[src/design/sck_pkg.sv]
/*
 package for the clock-enable state control of a two-bank sdram:
 command encodings, state enumeration and timing counts.
 assumes a single 125 MHz clock shared by controller and memory model.
*/
package sck_pkg;
    localparam int unsigned CLK_PERIOD_PS = 8000;
    // row cycle time and wake setup, figures in picoseconds
    localparam int unsigned ROW_CYCLE_PS = 80000;
    localparam int unsigned WAKE_SETUP_PS = 8000;
    localparam int unsigned ROW_CYCLE_CYC = (ROW_CYCLE_PS + CLK_PERIOD_PS - 1) / CLK_PERIOD_PS;
    localparam int unsigned WAKE_SETUP_CYC = (WAKE_SETUP_PS + CLK_PERIOD_PS - 1) / CLK_PERIOD_PS;
    // internal refresh interval while self-refreshing (64 ms / 4096 rows = 15.625 us)
    localparam int unsigned SELF_REF_NS = 15625;
    localparam int unsigned SELF_REF_CYC = (SELF_REF_NS * 1000) / CLK_PERIOD_PS;
    localparam int unsigned ADDR_W = 12;
    localparam int unsigned CNT_W = 12;
    localparam int unsigned ROW_W = 11;
    localparam int unsigned BANK_SELECT_BIT = 11;
    localparam int unsigned PRECHARGE_ALL_BIT = 10;
    localparam logic [ADDR_W-1:0] ADDR_ZERO = 12'h000;
    // strobe order {select_n, row_n, col_n, write_n}
    localparam logic [3:0] CMD_DESELECT = 4'hf;
    localparam logic [3:0] CMD_NOP = 4'h7;
    localparam logic [3:0] CMD_ACTIVATE = 4'h3;
    localparam logic [3:0] CMD_PRECHARGE = 4'h2;
    localparam logic [3:0] CMD_REFRESH = 4'h1;
    localparam logic [3:0] CMD_MODE_SET = 4'h0;

    typedef enum logic [2:0] {
        SCK_IDLE,
        SCK_SELF_REFRESH,
        SCK_SR_RECOVERY,
        SCK_POWER_DOWN,
        SCK_ACTIVE
    } sck_state_t;

    typedef enum logic [2:0] {
        SCK_REQ_NONE,
        SCK_REQ_ACTIVATE,
        SCK_REQ_PRECHARGE,
        SCK_REQ_REFRESH,
        SCK_REQ_MODE_SET,
        SCK_REQ_SELF_REFRESH,
        SCK_REQ_POWER_DOWN,
        SCK_REQ_SUSPEND
    } sck_req_t;

    // deselect or no-operation: the only commands legal on wake
    function automatic logic sck_is_quiet(input logic [3:0] cmd);
        return cmd[3] || (cmd[2] && cmd[1]);
    endfunction
endpackage

[src/design/sck_if.sv]
/*
 interface joining the sdram controller end and the memory end.
 assumes both ends run on the same mclk; no two-way pins are modelled.
*/
`timescale 1ns/100ps
`default_nettype none
interface sck_if;
    logic cke;
    logic select_n;
    logic row_n;
    logic col_n;
    logic write_n;
    logic [11:0] addr;

    modport ctrl (
        output cke,
        output select_n,
        output row_n,
        output col_n,
        output write_n,
        output addr
    );
    modport mem (
        input cke,
        input select_n,
        input row_n,
        input col_n,
        input write_n,
        input addr
    );
endinterface
`default_nettype wire

[src/design/sck_mem.sv]
/*
 memory end: clock-enable driven state control of a two-bank sdram.
 assumes the controller runs on the same mclk, so pins are sampled directly.
*/
`timescale 1ns/100ps
`default_nettype none
module sck_mem (
    input wire logic mclk,
    input wire logic reset,
    sck_if.mem pins,
    output var sck_pkg::sck_state_t state,
    output logic suspended,
    output logic [1:0] bank_open,
    output logic [sck_pkg::ADDR_W-1:0] mode_reg,
    output logic illegal_cmd,
    output logic [sck_pkg::ROW_W-1:0] self_ref_row
);
    import sck_pkg::*;

    logic cke_now;
    logic cke_prev;
    logic [3:0] cmd;
    logic [ADDR_W-1:0] addr_q;
    logic [CNT_W-1:0] rc_cnt;
    logic [CNT_W-1:0] ref_cnt;
    logic [3:0] next_cmd;

    // quiet pins in a low-power mode are don't-care
    always_comb begin
        next_cmd = {pins.select_n, pins.row_n, pins.col_n, pins.write_n};
    end

    // pin capture on the rising edge, previous cke kept
    always_ff @(posedge mclk) begin
        if (reset) begin
            cke_now <= 1'b1;
            cke_prev <= 1'b1;
            cmd <= CMD_DESELECT;
            addr_q <= ADDR_ZERO;
        end else begin
            cke_prev <= cke_now;
            cke_now <= pins.cke;
            cmd <= next_cmd;
            addr_q <= pins.addr;
        end
    end

    // main state decision from the cke pair and the strobes
    always_ff @(posedge mclk) begin
        if (reset) begin
            state <= SCK_IDLE;
            suspended <= 1'b0;
            bank_open <= 2'h0;
            mode_reg <= ADDR_ZERO;
            illegal_cmd <= 1'b0;
            rc_cnt <= '0;
        end else begin
            illegal_cmd <= 1'b0;
            unique case (state)
                SCK_IDLE: begin
                    if (!cke_prev) begin
                        state <= SCK_POWER_DOWN;
                    end else if (!cke_now && cmd == CMD_REFRESH) begin
                        state <= SCK_SELF_REFRESH;
                    end else if (cke_now && !cmd[3]) begin
                        // activate/precharge, refresh and mode set decode
                        if (cmd == CMD_ACTIVATE) begin
                            bank_open[addr_q[BANK_SELECT_BIT]] <= 1'b1;
                            state <= SCK_ACTIVE;
                        end else if (cmd == CMD_MODE_SET) begin
                            mode_reg <= addr_q;
                        end
                        // precharge with both banks idle and refresh keep idle
                    end
                end
                SCK_SELF_REFRESH: begin
                    // cke low holds the mode; other pins are ignored
                    if (cke_now) begin
                        state <= SCK_SR_RECOVERY;
                        rc_cnt <= CNT_W'(ROW_CYCLE_CYC);
                        illegal_cmd <= !sck_is_quiet(cmd);
                    end
                end
                SCK_SR_RECOVERY: begin
                    if (suspended) begin
                        suspended <= !cke_now;
                    end else if (!cke_now) begin
                        // falling cke powers down whatever the command; a command that is not quiet is also flagged illegal
                        illegal_cmd <= !sck_is_quiet(cmd);
                        state <= SCK_POWER_DOWN;
                    end else begin
                        illegal_cmd <= !sck_is_quiet(cmd);
                        if (rc_cnt <= CNT_W'(1)) begin
                            state <= SCK_IDLE;
                        end else begin
                            rc_cnt <= rc_cnt - CNT_W'(1);
                        end
                    end
                end
                SCK_POWER_DOWN: begin
                    if (cke_now) begin
                        state <= SCK_IDLE;
                    end
                end
                SCK_ACTIVE: begin
                    if (!cke_now) begin
                        // operation frozen while suspended; tables for banks left out
                        suspended <= 1'b1;
                    end else begin
                        suspended <= 1'b0;
                        if (!suspended && cmd == CMD_PRECHARGE) begin
                            if (addr_q[PRECHARGE_ALL_BIT]) begin
                                bank_open <= 2'h0;
                                state <= SCK_IDLE;
                            end else begin
                                bank_open[addr_q[BANK_SELECT_BIT]] <= 1'b0;
                                if (bank_open == (2'h1 << addr_q[BANK_SELECT_BIT])) begin
                                    state <= SCK_IDLE;
                                end
                            end
                        end else if (!suspended && cmd == CMD_ACTIVATE) begin
                            bank_open[addr_q[BANK_SELECT_BIT]] <= 1'b1;
                        end
                    end
                end
                default: state <= SCK_IDLE;
            endcase
        end
    end

    // internal refresh timer; walks rows without controller commands
    always_ff @(posedge mclk) begin
        if (reset) begin
            ref_cnt <= '0;
            self_ref_row <= '0;
        end else if (state == SCK_SELF_REFRESH) begin
            if (ref_cnt == CNT_W'(SELF_REF_CYC - 1)) begin
                ref_cnt <= '0;
                self_ref_row <= self_ref_row + ROW_W'(1);
            end else begin
                ref_cnt <= ref_cnt + CNT_W'(1);
            end
        end else begin
            ref_cnt <= '0;
        end
    end
endmodule // sck_mem
`default_nettype wire

[src/flat_wrapper.sv]
// flat-port wrapper written by rule: the top's interface ports become plain ports
module sck_mem_flat import sck_pkg::*;
  (mclk, reset, state, suspended, bank_open, mode_reg, illegal_cmd, self_ref_row, pins_cke, pins_select_n, pins_row_n, pins_col_n, pins_write_n, pins_addr);
  sck_if pins_i ();
  input wire logic mclk;
  input wire logic reset;
  output var sck_pkg::sck_state_t state;
  output logic suspended;
  output logic [1:0] bank_open;
  output logic [sck_pkg::ADDR_W-1:0] mode_reg;
  output logic illegal_cmd;
  output logic [sck_pkg::ROW_W-1:0] self_ref_row;
  input wire logic [$bits(pins_i.cke)-1:0] pins_cke;
  input wire logic [$bits(pins_i.select_n)-1:0] pins_select_n;
  input wire logic [$bits(pins_i.row_n)-1:0] pins_row_n;
  input wire logic [$bits(pins_i.col_n)-1:0] pins_col_n;
  input wire logic [$bits(pins_i.write_n)-1:0] pins_write_n;
  input wire logic [$bits(pins_i.addr)-1:0] pins_addr;
  assign pins_i.cke = pins_cke;
  assign pins_i.select_n = pins_select_n;
  assign pins_i.row_n = pins_row_n;
  assign pins_i.col_n = pins_col_n;
  assign pins_i.write_n = pins_write_n;
  assign pins_i.addr = pins_addr;
  sck_mem u_core (.mclk(mclk), .reset(reset), .pins(pins_i), .state(state), .suspended(suspended), .bank_open(bank_open), .mode_reg(mode_reg), .illegal_cmd(illegal_cmd), .self_ref_row(self_ref_row));
endmodule
[config.mk]
export PLATFORM = sky130hd
export DESIGN_NAME = sck_mem_flat
export DESIGN_NICKNAME = d
export VERILOG_FILES = /design/src/design/sck_pkg.sv /design/src/design/sck_if.sv /design/src/design/sck_mem.sv /design/src/flat_wrapper.sv
export SDC_FILE = /design/constraint.sdc
export NUM_CORES = 1
export LEC_CHECK = 0
export ABC_AREA = 1
export BUFFER_PORTS_ARGS = -buffer_cell sky130_fd_sc_hd__buf_2
export CORE_ASPECT_RATIO = 1.75
export CORE_MARGIN = 3
export CORE_UTILIZATION = 25
export CTS_BUF_LIST = sky130_fd_sc_hd__clkbuf_2
export CTS_CLUSTER_DIAMETER = 150
export DETAILED_ROUTE_END_ITERATION = 8
export MAX_ROUTING_LAYER = met4
export SLEW_MARGIN = 5
export SYNTH_ARGS = -nofsm -noshare
export SYNTH_HDL_FRONTEND = slang
export SYNTH_SLANG_ARGS = --single-unit
[constraint.sdc]
create_clock -name mclk -period 1.5 [get_ports mclk]
set_input_delay 0.15 -clock mclk [delete_from_list [all_inputs] [get_ports mclk]]
set_output_delay 0.15 -clock mclk [all_outputs]
set_load 0.01 [all_outputs]
==> reports/qor.csv <==
stage,metric,value,unit
logic_synthesis,top cell type by total area after synthesis,dfxtp_1,
timing,Hold WS,0.318,ns
timing,RSZ-0062 raised after global routing,yes,
finish,Filler Cell Count,1397,
finish,Final Core Density,0.361,
grt,vias in the first global route,3110,
clock_tree,CTS Sinks,72,
routing,drt drc,0,
timing,Relative slew margins,0.743,
power_and_ir_drop,power density over the cells,1430,mW/mm²
timing,fmax,664,MHz
clock_tree,clock tree from TritonCTS,done,
place,DP Area,0.00400,mm²
critical_path,crit-path cells,"inv_4, ha_4, o21ai_2, nor2_2, nand3_2, nand2_4, buf_6, nor2_2, nor2_1, nor2_1",
logic_synthesis,Synth cell types,35,
clock_tree,clock slew at reported path FFs,0.21,ns
logic_synthesis,Mean Syn Cell Area,7.15,µm²
logic_synthesis,Synth Register Bits,72,
grt,GR Overflow Total,0,
power_and_ir_drop,leakage,2.08,nW
place,PortBufs,48,
routing,final wirelength,8470,µm
status,status,finished with violations,
timing,setup_tns,-0.00602,ns
routing,router iterations before antenna repair,5,
critical_path,CP Class,flip-flop to flip-flop,
timing,Final Setup Violations,1,
logic_synthesis,Area contributors post-synth,"dfxtp_1, nand2_1, inv_1, nor2_1, a21oi_1",
routing,WL per Instance,11.2,µm
die,die area,0.0150,mm²
min_path,HP Class,primary input to flip-flop,
routing,Via density,4.30,
logic_synthesis,async set-reset flop share out of synthesis,0,
critical_path,Worst setup SP type,flip-flop,
grt,largest net degree at the start of global routing,33,
logic_synthesis,synthesized instance count,472,
grt,initial antenna violation count,1,
power_and_ir_drop,worst vdd ir,0.701,mV
grt,gr usage total,0.117,
grt,first-pass GRT wire length,13600,µm
logic_synthesis,Synth Flop Type,dfxtp_1,
die,io pins,49,
clock_tree,clk root buf,clkbuf_2,
die,CORE AREA,0.0131,mm²
logic_synthesis,most frequent cells after synthesis,"nand2_1, dfxtp_1, inv_1, nor2_1, a21oi_1",
clock_tree,CTS Buffer Depth,2,
logic_synthesis,register area share after synthesis,0.427,
clock_tree,H-tree depth,3,
timing,Worst Max-Slew Pin Slew,0.386,ns
logic_synthesis,most frequent cell after synthesis,nand2_1,
finish,layout cells sized above 1,0.344,
finish,area grow syn2layout,39.9,%
die,Chip Height,160,µm
clock_tree,total CTS buffers,9,
status,failing checks,negative setup slack,
timing,final hold vios,0,
critical_path,Critical Path RT,1.94,ns
finish,layout net count,605,
critical_path,Max stage delay on crit path,0.38,ns
critical_path,CP arrival,1.95,ns
logic_synthesis,"Warnings, synthesis",0,
place,post-placement cell count,709,
critical_path,WP buf/inv,2,
run,# Max-Cap Violations,0,
die,row count,55,
finish,Final Non-Filler Cells,754,
routing,DR vias,3241,
routing,DRT antenna net count,0,
critical_path,Critical Path Sink Type,flip-flop,
place,DP HPWL,5820,µm
critical_path,CP max stage cell,dfxtp_2,
die,Initial Utilization,0.258,
logic_synthesis,top-area cell type share of the netlist area,0.427,
place,Placer Congestion,0.857,
timing,clk_skew,0.0185,ns
timing,worst setup margin,-0.00602,ns
routing,DR iter-0 viols,110,
timing,Slew Limit Fails,0,
logic_synthesis,post-synth net total,500,
logic_synthesis,number of synthesized flops with an enable pin,0,
logic_synthesis,Mapped Area,0.00337,mm²
finish,final instance area,0.00472,mm²
timing,Final min period,1.51,ns
critical_path,Worst Path Max Fanout,5,
critical_path,CP top delay family,simple AND/OR/NAND/NOR gates,
timing,final worst path period share,1.00,
clock_tree,Worst-Skew Late Latency,0.55,ns
die,Die W,93.8,µm
final timing paths:
kind	cells after the start	endpoint	startpoint	slack, ns
worst max-delay path	10	u_core.rc_cnt[11]	u_core.rc_cnt[1]	-0.006
worst min register to register	2	u_core.mode_reg[4]	u_core.mode_reg[4]	0.46
worst max register to register	10	u_core.rc_cnt[11]	u_core.rc_cnt[1]	-0.006
worst min-delay path	3	u_core.cmd[3]	pins_select_n	0.32
through the flow:
step / setup slack (ns) / power [mW]
after floorplan: 0.0378 / 3.90
after global placement: 0.00946 / 4.77
after detailed placement: -0.0281 / 4.77
after CTS: 0.0000790 / 6.12
after global routing: -0.0985 / 7.22
final: -0.00602 / 6.73
kinds of logic (layout without fill, tap and decap cells):
family	Yosys count	count (layout)	share of synthesized area
buffers and inverters	86	196	0.102
DFF	72	72	0.427
AOI/OAI and AO/OA	67	67	0.109
adders and majority gates	9	9	0.0334
and+or+nand+nor	225	225	0.295
xor gates and xnor gates	13	13	0.0337
other	0	1	0
worst min-delay path: stages:
cell and delay (ns):
dlygate4sd3_1 0.52, buf_2 0.09, or2_2 0.08
area by class of cell:
cell class | instances | area, µm² | area share
Antenna cell | 1 | 2.50 | 0.000530
Clock buffer | 9 | 45.0 | 0.00954
Multi-Input combinational cell | 314 | 1840 | 0.389
Tap cell | 171 | 214 | 0.0453
Inverter | 76 | 299 | 0.0634
Sequential cell | 72 | 1480 | 0.313
Timing Repair Buffer | 104 | 758 | 0.161
Clock inverter | 7 | 86.3 | 0.0183
layout by cell type (no fill, tap or decap), types with 3 or more instances in the layout:
master         count
buf_2             48
ha_4               6
nand2_2           14
buf_6              4
nor3_2             3
nor2_1            63
nand3_2            6
buf_4             31
nor3_1             7
dlygate4sd3_1     18
nand4_1            4
xnor2_1            4
nor2_4             4
inv_4              3
o21ai_0            9
nand3_1           19
dfxtp_1           54
clkinv_2           3
dfxtp_4            5
o21ai_1            9
dfxtp_2           13
or2_2              5
inv_2              7
a21oi_2            8
nand2_1           80
ha_1               3
xor2_1             8
inv_1             64
nor2_2             9
clkbuf_2           9
o21ai_2            8
a21oi_1           28
routing by layer:
layer,GRT usage,share of wire
met5,-,0
met4,0.0743,0.031
met3,0.0198,0.035
met2,0.210,0.54
met1,0.111,0.39
power by group:
part           leakage [nW]  internal [mW]  switching (mW)  total (mW)
Clock                0.0807          0.538           0.696        1.23
Combinational          1.40           1.36            1.77        3.14
Sequential            0.596           2.16           0.203        2.36
what timing repair did:
action                     4_1_cts  5_1_grt
pin swaps                        3       29
hold buffers                    18        0
hold endpoints to repair        21        0
buffers inserted                 2        7
cloned                           0        1
gates resized for setup         11       96
setup endpoints to repair       18       42
(Power assumes the default switching activity.)
